[config.mk]
export PLATFORM = sky130hd
export DESIGN_NAME = thermal_alert_monitor
export DESIGN_NICKNAME = d
export VERILOG_FILES = /design/src/design/thermal_alert_pkg.sv /design/src/design/limit_cmp_if.sv /design/src/design/limit_comparator.sv /design/src/design/thermal_alert_monitor.sv
export SDC_FILE = /design/constraint.sdc
export NUM_CORES = 1
export LEC_CHECK = 0
export CORE_ASPECT_RATIO = 1.5
export CORE_UTILIZATION = 60
export CTS_CLUSTER_DIAMETER = 30
export DETAILED_ROUTE_END_ITERATION = 10
export DONT_BUFFER_PORTS = 1
export PLACE_DENSITY = 0.75
export SETUP_SLACK_MARGIN = 0.1
export SYNTH_ARGS = -nofsm -noshare
export SYNTH_HDL_FRONTEND = slang
export SYNTH_SLANG_ARGS = --single-unit
[constraint.sdc]
create_clock -name I_CORE_CLK -period 5.3 [get_ports I_CORE_CLK]
set_input_delay 0.53 -clock I_CORE_CLK [delete_from_list [all_inputs] [get_ports I_CORE_CLK]]
set_output_delay 0.53 -clock I_CORE_CLK [all_outputs]
set_load 0.1 [all_outputs]
[src/design/thermal_alert_pkg.sv]
// shared constants and types for the thermal alert monitor
package thermal_alert_pkg;
  localparam int TEMP_W = 8;
  localparam logic [7:0] SPURIOUS_BAND = 8'h08;
  localparam int CONV_PERIOD_US = 100;
  localparam int CLK_MHZ = 25;
  localparam int CONV_CYCLES = CONV_PERIOD_US * CLK_MHZ;
  localparam logic [7:0] UPPER_RESET = 8'h7f;
  localparam logic [7:0] LOWER_RESET = 8'h80;
  localparam logic [3:0] FLAGS_RESET = 4'h0;
  localparam int FLAG_LOCAL_OVER = 0;
  localparam int FLAG_LOCAL_UNDER = 1;
  localparam int FLAG_REMOTE_OVER = 2;
  localparam int FLAG_REMOTE_UNDER = 3;
  typedef enum logic [1:0] {
    ST_IDLE = 2'b00,
    ST_SAMPLE = 2'b01,
    ST_COMPARE = 2'b11
  } conv_state_t;
endpackage

[src/design/limit_cmp_if.sv]
// comparison request and verdict between monitor and comparator
`timescale 1ns/1ps
interface limit_cmp_if;
  logic signed [7:0] reading;
  logic signed [7:0] previous;
  logic signed [7:0] upper;
  logic signed [7:0] lower;
  logic over;
  logic under;
  logic near_limit;
  logic changed;
  modport mon (output reading, previous, upper, lower, input over, under, near_limit, changed);
  modport cmp (input reading, previous, upper, lower, output over, under, near_limit, changed);
endinterface

[src/design/limit_comparator.sv]
// signed limit comparison and near-limit band detection
`timescale 1ns/1ps
module limit_comparator (
  limit_cmp_if.cmp cmp
);
  function automatic logic within_band(input logic signed [7:0] a, input logic signed [7:0] b);
    logic signed [8:0] d;
    d = 9'(a) - 9'(b);
    if (d < 0) begin
      d = -d;
    end
    return d <= 9'(thermal_alert_pkg::SPURIOUS_BAND);
  endfunction

  assign cmp.over = cmp.reading > cmp.upper;
  assign cmp.under = cmp.reading < cmp.lower;
  assign cmp.near_limit = within_band(cmp.reading, cmp.upper)
    || within_band(cmp.reading, cmp.lower);
  assign cmp.changed = cmp.reading != cmp.previous;
endmodule

[src/design/thermal_alert_monitor.sv]
// thermal alert monitor: limit compare, cause flags, active-low alert
// Operation
// - the alert is driven active whenever a reading lies beyond the upper or lower limit.
// - raising an alert sets the flag for its cause: local over, local under, remote over, remote under.
// - in auto-convert mode a changed reading within 8 degrees of a limit may raise a false alert.
// - a false alert sets its matching cause flag too, so flags alone are not trustworthy.
// - at most one false alert can follow any single conversion.
`timescale 1ns/1ps
module thermal_alert_monitor #(
  parameter int CONV_CYCLES = thermal_alert_pkg::CONV_CYCLES,
  parameter bit MODEL_DEFECT = 1'b1
) (
  input wire logic I_CORE_CLK,
  input wire logic I_RST,
  input wire logic i_auto_convert,
  input wire logic i_one_shot,
  input wire logic [7:0] i_local_temp,
  input wire logic [7:0] i_remote_temp,
  input wire logic [7:0] i_upper_alarm_limit,
  input wire logic [7:0] i_lower_alarm_limit,
  input wire logic i_status_read,
  output logic o_alert_n,
  output logic o_local_over_limit_flag,
  output logic o_local_under_limit_flag,
  output logic o_remote_over_limit_flag,
  output logic o_remote_under_limit_flag,
  output logic [7:0] o_local_reading,
  output logic [7:0] o_remote_reading,
  output logic o_conv_done
);
  localparam int CNT_W = $clog2(CONV_CYCLES + 1);

  // temperatures arrive from the analog front end, off this clock
  // per-bit sync may tear a word that moves mid-sync; the source holds it
  logic [7:0] loc_s1_reg;
  logic [7:0] loc_s2_reg;
  logic [7:0] rem_s1_reg;
  logic [7:0] rem_s2_reg;
  logic auto_s1_reg;
  logic auto_s2_reg;
  logic shot_s1_reg;
  logic shot_s2_reg;
  logic shot_d_reg;
  always_ff @(posedge I_CORE_CLK or posedge I_RST) begin
    if (I_RST) begin
      loc_s1_reg <= 8'h00;
      loc_s2_reg <= 8'h00;
      rem_s1_reg <= 8'h00;
      rem_s2_reg <= 8'h00;
      auto_s1_reg <= 1'b0;
      auto_s2_reg <= 1'b0;
      shot_s1_reg <= 1'b0;
      shot_s2_reg <= 1'b0;
      shot_d_reg <= 1'b0;
    end else begin
      loc_s1_reg <= i_local_temp;
      loc_s2_reg <= loc_s1_reg;
      rem_s1_reg <= i_remote_temp;
      rem_s2_reg <= rem_s1_reg;
      auto_s1_reg <= i_auto_convert;
      auto_s2_reg <= auto_s1_reg;
      shot_s1_reg <= i_one_shot;
      shot_s2_reg <= shot_s1_reg;
      shot_d_reg <= shot_s2_reg;
    end
  end
  logic shot_rise;
  assign shot_rise = shot_s2_reg && !shot_d_reg;

  // conversion rate divider
  // held at zero outside auto mode, so the first tick is a full period away
  logic [CNT_W-1:0] div_reg;
  logic conv_tick;
  assign conv_tick = auto_s2_reg && (div_reg == CNT_W'(CONV_CYCLES - 1));
  always_ff @(posedge I_CORE_CLK or posedge I_RST) begin
    if (I_RST) begin
      div_reg <= '0;
    end else if (!auto_s2_reg || conv_tick) begin
      div_reg <= '0;
    end else begin
      div_reg <= div_reg + CNT_W'(1);
    end
  end

  // conversion sequence: sample, then compare local and remote together
  // triggers outside idle are dropped, so a conversion never restarts
  thermal_alert_pkg::conv_state_t state_reg;
  always_ff @(posedge I_CORE_CLK or posedge I_RST) begin
    if (I_RST) begin
      state_reg <= thermal_alert_pkg::ST_IDLE;
    end else begin
      case (state_reg)
        thermal_alert_pkg::ST_IDLE: begin
          if (conv_tick || shot_rise) begin
            state_reg <= thermal_alert_pkg::ST_SAMPLE;
          end
        end
        thermal_alert_pkg::ST_SAMPLE: state_reg <= thermal_alert_pkg::ST_COMPARE;
        thermal_alert_pkg::ST_COMPARE: state_reg <= thermal_alert_pkg::ST_IDLE;
        default: state_reg <= thermal_alert_pkg::ST_IDLE;
      endcase
    end
  end
  logic in_compare;
  assign in_compare = state_reg == thermal_alert_pkg::ST_COMPARE;

  logic [7:0] loc_prev_reg;
  logic [7:0] rem_prev_reg;
  always_ff @(posedge I_CORE_CLK or posedge I_RST) begin
    if (I_RST) begin
      o_local_reading <= 8'h00;
      o_remote_reading <= 8'h00;
      loc_prev_reg <= 8'h00;
      rem_prev_reg <= 8'h00;
    end else if (state_reg == thermal_alert_pkg::ST_SAMPLE) begin
      o_local_reading <= loc_s2_reg;
      o_remote_reading <= rem_s2_reg;
      loc_prev_reg <= o_local_reading;
      rem_prev_reg <= o_remote_reading;
    end
  end

  limit_cmp_if lc ();
  limit_cmp_if rc ();
  assign lc.reading = o_local_reading;
  assign lc.previous = loc_prev_reg;
  assign lc.upper = i_upper_alarm_limit;
  assign lc.lower = i_lower_alarm_limit;
  assign rc.reading = o_remote_reading;
  assign rc.previous = rem_prev_reg;
  assign rc.upper = i_upper_alarm_limit;
  assign rc.lower = i_lower_alarm_limit;
  limit_comparator u_loc (.cmp(lc));
  limit_comparator u_rem (.cmp(rc));

  // false-alert model: auto mode, changed reading, near a limit; one per
  // conversion at most, and only on every other auto-mode conversion to stay below rate
  logic defect_phase_reg;
  logic loc_false;
  logic rem_false;
  assign loc_false = MODEL_DEFECT && auto_s2_reg && lc.changed && lc.near_limit
    && !lc.over && !lc.under && defect_phase_reg;
  assign rem_false = MODEL_DEFECT && auto_s2_reg && rc.changed && rc.near_limit
    && !rc.over && !rc.under && defect_phase_reg && !loc_false;
  always_ff @(posedge I_CORE_CLK or posedge I_RST) begin
    if (I_RST) begin
      defect_phase_reg <= 1'b0;
    end else if (in_compare && auto_s2_reg) begin
      defect_phase_reg <= !defect_phase_reg;
    end
  end

  // false hits point at the limit nearer to the reading
  function automatic logic nearer_upper(input logic [7:0] r, input logic [7:0] u,
                                        input logic [7:0] l);
    logic signed [8:0] du;
    logic signed [8:0] dl;
    du = 9'($signed(u)) - 9'($signed(r));
    dl = 9'($signed(r)) - 9'($signed(l));
    return du <= dl;
  endfunction

  logic [3:0] set_vec;
  always_comb begin
    set_vec = 4'h0;
    if (in_compare) begin
      set_vec[thermal_alert_pkg::FLAG_LOCAL_OVER] = lc.over;
      set_vec[thermal_alert_pkg::FLAG_LOCAL_UNDER] = lc.under;
      set_vec[thermal_alert_pkg::FLAG_REMOTE_OVER] = rc.over;
      set_vec[thermal_alert_pkg::FLAG_REMOTE_UNDER] = rc.under;
      if (loc_false) begin
        if (nearer_upper(o_local_reading, i_upper_alarm_limit, i_lower_alarm_limit)) begin
          set_vec[thermal_alert_pkg::FLAG_LOCAL_OVER] = 1'b1;
        end else begin
          set_vec[thermal_alert_pkg::FLAG_LOCAL_UNDER] = 1'b1;
        end
      end
      if (rem_false) begin
        if (nearer_upper(o_remote_reading, i_upper_alarm_limit, i_lower_alarm_limit)) begin
          set_vec[thermal_alert_pkg::FLAG_REMOTE_OVER] = 1'b1;
        end else begin
          set_vec[thermal_alert_pkg::FLAG_REMOTE_UNDER] = 1'b1;
        end
      end
    end
  end

  // a read clears only what no longer holds; a set in the same cycle wins
  // a still-crossed limit keeps its flag, so a read cannot lose a real alarm
  logic [3:0] flags_reg;
  logic [3:0] still_vec;
  assign still_vec = {rc.under, rc.over, lc.under, lc.over};
  always_ff @(posedge I_CORE_CLK or posedge I_RST) begin
    if (I_RST) begin
      flags_reg <= thermal_alert_pkg::FLAGS_RESET;
    end else if (i_status_read) begin
      flags_reg <= set_vec | still_vec;
    end else begin
      flags_reg <= flags_reg | set_vec;
    end
  end

  // done rises together with the flags, one cycle after the compare
  always_ff @(posedge I_CORE_CLK or posedge I_RST) begin
    if (I_RST) begin
      o_conv_done <= 1'b0;
    end else begin
      o_conv_done <= in_compare;
    end
  end

  // plain nor of the sticky flags, so alert and flags never disagree
  assign o_alert_n = ~|flags_reg;
  assign o_local_over_limit_flag = flags_reg[thermal_alert_pkg::FLAG_LOCAL_OVER];
  assign o_local_under_limit_flag = flags_reg[thermal_alert_pkg::FLAG_LOCAL_UNDER];
  assign o_remote_over_limit_flag = flags_reg[thermal_alert_pkg::FLAG_REMOTE_OVER];
  assign o_remote_under_limit_flag = flags_reg[thermal_alert_pkg::FLAG_REMOTE_UNDER];
endmodule

==> results.json, run 1 <==
{
  "die_area_mm2": 0.0106,
  "maxCapViolCount": 0,
  "dieHeight_um": 126,
  "netlist_instances": 651,
  "row_count": 44,
  "grt_max_degree": 67,
  "fin_skew_ps": 9.18,
  "ctsLongestPathBuffers": 2,
  "finalInstanceArea_mm2": 0.00666,
  "cts.htree.levels": 3,
  "coreArea_mm2": 0.00980,
  "violations": "DRC",
  "period_needed_ps": 3800,
  "dp_slack_ps": 1540,
  "ys_top_cells_by_area": "dfrtp_1 (36%), ha_1 (15%), xor2_1 (4.4%)",
  "synth.largest_area_cell": "dfrtp_1",
  "arrival_ps": 4060,
  "cp-start-kind": "flip-flop",
  "detail_route.wl_per_cell_um": 18.5,
  "num_antenna_cells": 0,
  "fin_crit_sh": 0.718,
  "antenna_found_initial": 0,
  "synth-main-ff-cell": "dfrtp_1",
  "vias_per_cell": 6.04,
  "status": "complete, but fails checks",
  "grt_pass1_vias": 4896,
  "cts_hold_buf": 0,
  "hold_viol": 0,
  "area_growth_pct": 8.68,
  "tightest_slew_ps": 1150,
  "synth_enable_flop_cells": 0,
  "yosys_warnings": 0,
  "synth_top_cell_area_share": 0.364,
  "timing.final.ws_setup_ps": 1500,
  "register_area_mm2": 0.00223,
  "synthArstFlopShare": 1.00,
  "cts_buffers": 9,
  "grt.total_usage": 0.290,
  "hpwl_um": 11200,
  "syn_area_mm2": 0.00613,
  "crit_path_end_kind": "flip-flop",
  "synth_area_per_cell_um2": 9.41,
  "clock-root-buffer": "clkbuf_16",
  "maxSlewHeadroom": 0.234,
  "postCtsSetupBuffers": 0,
  "reg2reg_slack_ps": 1500,
  "fin_nets": 776,
  "place.port_buffers": 0,
  "clkSlewWorstSetupHoldPaths_ps": 70,
  "largest_register_ff_count": 12,
  "drc": 5,
  "multi_input_area_mm2": 0.00359,
  "top_level_ports": 59,
  "post-place-cells": 766,
  "start_util": 0.625,
  "cts.sinks": 89,
  "worst-path-max-fanout": 5,
  "hold_path_class": "in2async",
  "vias": 4726,
  "layout-drive-gt1-share": 0.0945,
  "stdcell_count": 782,
  "synth_cell_types": 61,
  "clock_latency_ps": 350,
  "syn_nets": 765,
  "crit_required_ps": 5550,
  "tritoncts": "yes",
  "worstSetupPathType": "reg2reg",
  "ctsResizeCount": 0,
  "max_freq_ghz": 0.263,
  "synth-seq-cells": 89,
  "fp.dieW_um": 84.5,
  "fillCellCount": 760,
  "place_area_mm2": 0.00636,
  "slew_viol_final": 0,
  "grt_first_pass_wirelength_um": 23700,
  "r2r_cells": 17,
  "drt_wl_total_um": 14500,
  "fin_tns_setup_ps": 0,
  "first_iter_violations": 294,
  "firstDrtPassIters": 8,
  "gr-total-overflow": 0,
  "drtAntennaViolNets": 0,
  "finalSetupViolations": 0,
  "globalplace.congestion": 0.893,
  "seq_area_frac_synth": 0.364,
  "rsz0062_at_grt": "no"
}
==> synthesized netlist by cell type (2+ instances only) <==
library cell and number:
clkbuf_1 13, nor3b_1 3, a31oi_1 5, a21boi_0 2
nor2_1 34, nand2b_1 10, or3_1 6, and3_1 7
nand3b_1 2, buf_2 3, o21bai_1 7, nand4_1 12
o21ai_0 40, mux2_2 16, dfrtp_1 89, o31ai_1 3
xor2_1 31, nor2b_1 11, o211ai_1 5, o2111ai_1 2
ha_1 71, inv_1 67, a21o_1 9, a211oi_1 4
fa_1 6, nor3_1 9, a31o_1 2, nor4bb_1 2
o21ai_1 2, mux2i_1 4, or2_2 5, o22ai_1 9
nand2_1 43, nor4_1 5, xnor2_1 29, o21a_1 7
nand3_1 15, a21oi_1 38
==> worst max-delay path, cell delays in order (launching register included) <==
cell,delay [ps]
dfrtp_1,320
buf_4,310
inv_1,140
ha_1,230
fa_1,410
nor2b_1,120
o21ai_1,80
a21boi_1,240
o21ai_0,140
a21oi_2,200
inv_1,100
ha_1,320
o211ai_1,100
a21oi_1,60
a2111oi_0,360
o22ai_1,160
nand2b_1,170
o31ai_1,240
==> cells in the final DEF, fill, tap and decap left out, drive strengths merged, types with 6 or more instances in the layout <==
cell	n
a21o	9
a21oi	39
a31oi	6
and3	7
buf	16
clkbuf	10
dfrtp	89
fa	6
ha	71
inv	70
mux2	17
nand2	43
nand2b	10
nand3	15
nand4	12
nor2	35
nor2b	11
nor3	9
o21a	7
o21ai	42
o21bai	7
o22ai	9
or3	6
xnor2	30
xor2	31
==> routing by layer <==
| layer | share of wire | track usage |
|---|---|---|
| met1 | 0.39 | 0.331 |
| met2 | 0.50 | 0.505 |
| met3 | 0.052 | 0.0590 |
| met4 | 0.053 | 0.160 |
| met5 | 0 | 0 |
==> kinds of logic (layout without fill, tap and decap cells) <==
| logic type | Yosys count | in the layout | synth area share |
|---|---|---|---|
| AO/OA/AOI/OAI | 152 | 152 | 0.157 |
| XOR/XNOR | 61 | 61 | 0.0884 |
| adder cells (fa/ha/maj) | 77 | 77 | 0.165 |
| buffers and inverters | 84 | 100 | 0.0521 |
| flip-flops | 89 | 89 | 0.364 |
| multiplexers | 21 | 21 | 0.0378 |
| AND/OR/NAND/NOR | 167 | 167 | 0.137 |
==> final cells by class <==
cell class | count | share of cell area
clock inverters | 7 | 0.0105
clock buffers | 9 | 0.0338
flip-flops and latches | 89 | 0.335
inverters | 67 | 0.0380
multi-input cells | 478 | 0.540
well taps | 115 | 0.0216
repair buffers | 17 | 0.0218
==> metrics by stage <==
stage / hold WS [ps] / utilization
floorplan: 331 / -
global placement: 332 / 0.649
detailed placement: 335 / 0.649
CTS: 56.2 / 0.679
global route: 77.3 / 0.679
finish: 51.0 / 0.679
==> path summary, 6_finish.rpt <==
check	end	start
min in group I_CORE_CLK	shot_s1_reg$_DFF_PP0_	i_one_shot
setup / recovery	flags_reg[2]$_DFF_PP0_	o_remote_reading[0]$_DFFE_PP0P_
setup reg to reg	flags_reg[2]$_DFF_PP0_	o_remote_reading[0]$_DFFE_PP0P_
max in group asynchronous	div_reg[2]$_DFF_PP0_	I_RST
hold / removal	rc.previous[0]$_DFFE_PP0P_	I_RST
hold reg to reg	loc_s2_reg[5]$_DFF_PP0_	loc_s1_reg[5]$_DFF_PP0_
Power of run 1 is not shown: default switching activity piles up to over one toggle a cycle in this logic, so the estimate is an artifact.
==> run 2, diff against run 1 <==
==> constraint.sdc (replaced) <==
create_clock -name I_CORE_CLK -period 3.65 [get_ports I_CORE_CLK]
set_input_delay 0.365 -clock I_CORE_CLK [delete_from_list [all_inputs] [get_ports I_CORE_CLK]]
set_output_delay 0.365 -clock I_CORE_CLK [all_outputs]
set_load 0.1 [all_outputs]
==> run 2 against run 1 <==
The run still ends with DRC left. Die area stayed put. Fmax increased by 14%. Clock skew increased by 3.7 ps. Routed wire length grew 1.1%. Cell count is 1.0% higher. Cell area up 1.4%. Core utilization grew 0.97 points. Worst hold slack hardly changed. Non-clock buffer count increased by 8. Worst setup slack worse by 1200 ps. Flip-flop and latch count is the same. First-iteration DRC count decreased by 23%. Critical endpoint is now flags_reg[1]$_DFF_PP0_.
==> results.json, run 2 (synthesis results as in run 1) <==
{
  "fin_tns_setup_ps": 0,
  "drc": 6,
  "num_antenna_cells": 0,
  "worstReg2RegEnd": "flags_reg[1]$_DFF_PP0_",
  "globalplace.congestion": 0.918,
  "layout-drive-gt1-share": 0.120,
  "antenna_found_initial": 0,
  "fin_nets": 784,
  "status": "complete, but fails checks",
  "clkSlewWorstSetupHoldPaths_ps": 70,
  "clock-root-buffer": "clkbuf_16",
  "hpwl_um": 11600,
  "finalSetupViolations": 0,
  "area_growth_pct": 10.2,
  "ctsLongestPathBuffers": 2,
  "reg2reg_slack_ps": 310,
  "tightest_slew_ps": 1060,
  "die_area_mm2": 0.0106,
  "holdPathEnd": "rem_s1_reg[0]$_DFF_PP0_",
  "detail_route.wl_per_cell_um": 18.5,
  "layout_common_cells": "dfrtp_1 (83), ha_1 (71), inv_1 (65)",
  "top_level_ports": 59,
  "rsz0062_at_grt": "yes",
  "firstDrtPassIters": 8,
  "cts.sinks": 89,
  "place.port_buffers": 0,
  "fin_skew_ps": 12.9,
  "maxSlewHeadroom": 0.296,
  "vias": 4768,
  "cp-start-kind": "flip-flop",
  "maxCapViolCount": 0,
  "cts.htree.levels": 3,
  "gr-total-overflow": 0,
  "crit_required_ps": 3880,
  "arrival_ps": 3570,
  "fillCellCount": 762,
  "register_area_mm2": 0.00223,
  "period_needed_ps": 3340,
  "worst-path-max-fanout": 5,
  "row_count": 44,
  "crit_path_end_kind": "flip-flop",
  "dp_slack_ps": 228,
  "drt_wl_total_um": 14600,
  "min-delay-start": "i_remote_temp[0]",
  "grt.total_usage": 0.290,
  "worstSetupPathType": "reg2reg",
  "start_util": 0.625,
  "hold_viol": 0,
  "vias_per_cell": 6.04,
  "dieHeight_um": 126,
  "coreArea_mm2": 0.00980,
  "timing.final.ws_setup_ps": 313,
  "grt_first_pass_wirelength_um": 23600,
  "violations": "DRC",
  "fin_crit_sh": 0.914,
  "max_freq_ghz": 0.300,
  "tritoncts": "yes",
  "grt_pass1_vias": 4917,
  "clock_latency_ps": 350,
  "first_iter_violations": 225,
  "hold_depth": 0,
  "largest_register_ff_count": 12,
  "mostFrequentLayoutCell": "dfrtp_1",
  "grt_max_degree": 44,
  "reg2reg_from": "o_local_reading[1]$_DFFE_PP0P_",
  "r2r_cells": 15,
  "hold_path_class": "in2reg",
  "drtAntennaViolNets": 0,
  "final_util": 0.689,
  "multi_input_area_mm2": 0.00362,
  "cts_buffers": 9,
  "fp.dieW_um": 84.5,
  "slew_viol_final": 0
}
## run 2: worst max-delay path, cell delays in order, from the launching register on
cell      delay [ps]
dfrtp_2          450
ha_1             330
nor2b_1          150
o21a_1           200
o21ai_1          180
nand2b_1          80
a21oi_1          170
xnor2_1          190
inv_1             80
ha_1             330
a21oi_1          140
o21ai_0           90
a21o_1           180
a211oi_1         310
o22ai_1          140
a31o_1           230
## run 2: metrics by stage
stage,instance area (um^2),std cells,hold WS (ps)
final,6750,790,50.9
after global routing,6750,790,37.3
after CTS,6720,788,43.7
after detailed placement,6400,771,247
after global placement,6400,771,244
after floorplan,6140,651,331
## run 2: what timing repair did
action,in CTS,in global routing
hold buffers,1,0
endpoints found under the hold margin,21,0
setup buffers,0,2
resized for setup,0,5
setup endpoints to repair,0,3
## run 2: how the worst max path moves through the flow
stage	end	depth (start not counted)	slack, ps	startpoint
3_3_place_gp	flags_reg[2]$_DFF_PP0_	16	350	o_remote_reading[0]$_DFFE_PP0P_
4_1_cts	flags_reg[2]$_DFF_PP0_	16	190	o_remote_reading[0]$_DFFE_PP0P_
5_1_grt	flags_reg[1]$_DFF_PP0_	14	100	o_local_reading[0]$_DFFE_PP0P_
2_1_floorplan	flags_reg[2]$_DFF_PP0_	14	110	o_remote_reading[3]$_DFFE_PP0P_
6_report	flags_reg[1]$_DFF_PP0_	15	310	o_local_reading[1]$_DFFE_PP0P_
3_5_place_dp	flags_reg[1]$_DFF_PP0_	14	230	o_local_reading[0]$_DFFE_PP0P_
## run 2: metal layers
layer | vias to the layer above | GRT usage | routed length, um
met5 | - | 0 | 0
met2 | 140 | 0.505 | 7250
li1 | 2301 | - | -
met3 | 40 | 0.0564 | 752
met1 | 2287 | 0.341 | 5930
met4 | 0 | 0.142 | 703
## run 2: area by class of cell
class,instances,share of cell area
well taps,115,0.0213
clock buffers,10,0.0354
repair buffers,25,0.0282
inverters,67,0.0374
multi-input cells,478,0.536
clock inverters,6,0.0109
flip-flops and latches,89,0.331
Power of run 2 is left out for the same reason.
==> run 3, diff against run 2 <==
--- a/config.mk
+++ b/config.mk
@@ -10,7 +10,7 @@
 export CTS_CLUSTER_DIAMETER = 30
 export DETAILED_ROUTE_END_ITERATION = 10
 export DONT_BUFFER_PORTS = 1
-export PLACE_DENSITY = 0.75
+export PLACE_DENSITY = 0.82
 export SETUP_SLACK_MARGIN = 0.1
 export SYNTH_ARGS = -nofsm -noshare
 export SYNTH_HDL_FRONTEND = slang
==> run 3 against run 2 <==
The flow still finishes with violations (DRC). Flip-flop and latch count did not move. First-iteration DRC count up 4.4%. Via count about the same. Register-to-register slack worse by 50 ps. Sequential share of layout area is essentially flat. Worst hold slack got worse by 37 ps. Non-clock buffer count rose by 1. Clock-buffer cell count fell by 1. Global-route usage is 1.4 points lower. Fmax down 1.5%. Clock skew down 3.1 ps.
==> results.json, run 3 (synthesis results as in run 1) <==
{
  "drc": 6,
  "clock-root-buffer": "clkbuf_16",
  "top_usage_layer": "met2",
  "max_freq_ghz": 0.295,
  "crit_cells": 16,
  "critPathTopFamily": "compound AO/OA/AOI/OAI gates",
  "rsz0062_at_grt": "yes",
  "die_area_mm2": 0.0106,
  "grt_pass1_vias": 4808,
  "vias": 4764,
  "path_buf_inv": 2,
  "hold_viol": 0,
  "reg2reg_from": "o_remote_reading[0]$_DFFE_PP0P_",
  "detail_route.wl_per_cell_um": 18.0,
  "finalInstanceArea_mm2": 0.00675,
  "drtAntennaViolNets": 0,
  "clock_latency_ps": 340,
  "status": "complete, but fails checks",
  "slew_viol_final": 0,
  "firstDrtPassIters": 8,
  "mostFrequentLayoutCell": "dfrtp_1",
  "area_growth_pct": 10.2,
  "final_util": 0.689,
  "start_util": 0.625,
  "fin_skew_ps": 9.81,
  "clkSlewWorstSetupHoldPaths_ps": 70,
  "cts_buffers": 9,
  "critPathMaxStageDelay_ps": 410,
  "maxCapViolCount": 0,
  "coreArea_mm2": 0.00980,
  "grt.total_usage": 0.276,
  "grt_first_pass_wirelength_um": 22500,
  "worstSetupPathType": "reg2reg",
  "hpwl_um": 11200,
  "tightest_slew_ps": 1020,
  "cp-start-kind": "flip-flop",
  "maxSlewHeadroom": 0.323,
  "grt_use_met3": 0.0433,
  "fin_crit_sh": 0.928,
  "first_iter_violations": 235,
  "fillCellCount": 746,
  "period_needed_ps": 3390,
  "fin_tns_setup_ps": 0,
  "cts_hold_buf": 0,
  "globalplace.congestion": 0.951,
  "crit_slowest_cell": "fa_1",
  "fin_nets": 785,
  "gr-total-overflow": 0,
  "antenna_found_initial": 0,
  "finalSetupViolations": 0,
  "largest_register_ff_count": 12,
  "drt_wl_total_um": 14200,
  "crit_top_cell": "ha_1",
  "place.port_buffers": 0,
  "use_met2": 0.462,
  "crit_required_ps": 3890,
  "dieHeight_um": 126,
  "worst-path-max-fanout": 4,
  "violations": "DRC",
  "multi_input_area_mm2": 0.00362,
  "arrival_ps": 3620,
  "vias_per_cell": 6.02,
  "layout_common_cells": "dfrtp_1 (83), ha_1 (71), inv_1 (65)",
  "num_antenna_cells": 0,
  "row_count": 44,
  "top_level_ports": 59,
  "cts.htree.levels": 3,
  "layout-drive-gt1-share": 0.121,
  "r2r_cells": 16,
  "tritoncts": "yes",
  "crit_chain": "inv_2 -> ha_1 -> fa_1 -> nor2b_1 -> o21ai_1 -> a21boi_2 -> o21ai_0 -> a21oi_2 -> inv_1 -> ha_1 -> o211ai_1 -> a21oi_1 -> a2111oi_2 -> o22ai_1 -> nand2b_1 -> o31ai_1",
  "cts.sinks": 89,
  "grtUsageMet1": 0.338,
  "reg2reg_slack_ps": 260,
  "worstReg2RegEnd": "flags_reg[2]$_DFF_PP0_",
  "hold_path_class": "in2async",
  "grt_max_degree": 48,
  "register_area_mm2": 0.00223,
  "place_area_mm2": 0.00640,
  "ctsLongestPathBuffers": 2,
  "fp.dieW_um": 84.5,
  "crit_path_end_kind": "flip-flop"
}
==> run 3: how the worst max path moves through the flow <==
stage,startpoint,to,slack (ps)
2_1_floorplan,o_remote_reading[3]$_DFFE_PP0P_,flags_reg[2]$_DFF_PP0_,110
3_3_place_gp,o_local_reading[1]$_DFFE_PP0P_,flags_reg[1]$_DFF_PP0_,300
3_5_place_dp,o_local_reading[0]$_DFFE_PP0P_,flags_reg[1]$_DFF_PP0_,200
4_1_cts,o_remote_reading[0]$_DFFE_PP0P_,flags_reg[2]$_DFF_PP0_,170
5_1_grt,o_remote_reading[0]$_DFFE_PP0P_,flags_reg[2]$_DFF_PP0_,70
6_report,o_remote_reading[0]$_DFFE_PP0P_,flags_reg[2]$_DFF_PP0_,260
==> run 3: cell type report <==
class	instances	area share
clock buffers	9	0.0334
clock inverters	7	0.0111
inverters	67	0.0375
repair buffers	26	0.0295
flip-flops and latches	89	0.331
well taps	115	0.0213
multi-input cells	478	0.536
==> run 3: routing by layer <==
metal  wire (um)  share of wire
met1        5750           0.40
met2        6990           0.49
met3         738          0.052
met4         730          0.051
met5           0              0
==> run 3: through the flow <==
| step | worst slack (ps) | std cells | hold slack [ps] |
|---|---|---|---|
| global placement | 295 | 771 | 333 |
| CTS | 172 | 787 | 34.3 |
| detailed placement | 198 | 771 | 335 |
| global route | 67.4 | 791 | 39.8 |
| finish | 263 | 791 | 14.0 |
| floorplan | 106 | 651 | 331 |
==> run 3: repair_timing <==
| item | 4_1_cts | 5_1_grt |
|---|---|---|
| resized for setup | 0 | 7 |
| buffers inserted | 0 | 4 |
| setup endpoints to repair | 0 | 3 |
==> run 3: worst reg2reg max path, stage by stage (launching register included) <==
cell and delay, ps:
dfrtp_2 400, inv_2 60, ha_1 200, fa_1 410, nor2b_1 140, o21ai_1 100
a21boi_2 170, o21ai_0 110, a21oi_2 200, inv_1 90, ha_1 320, o211ai_1 100
a21oi_1 70, a2111oi_2 330, o22ai_1 130, nand2b_1 160, o31ai_1 280
Power of run 3 is left out for the same reason.
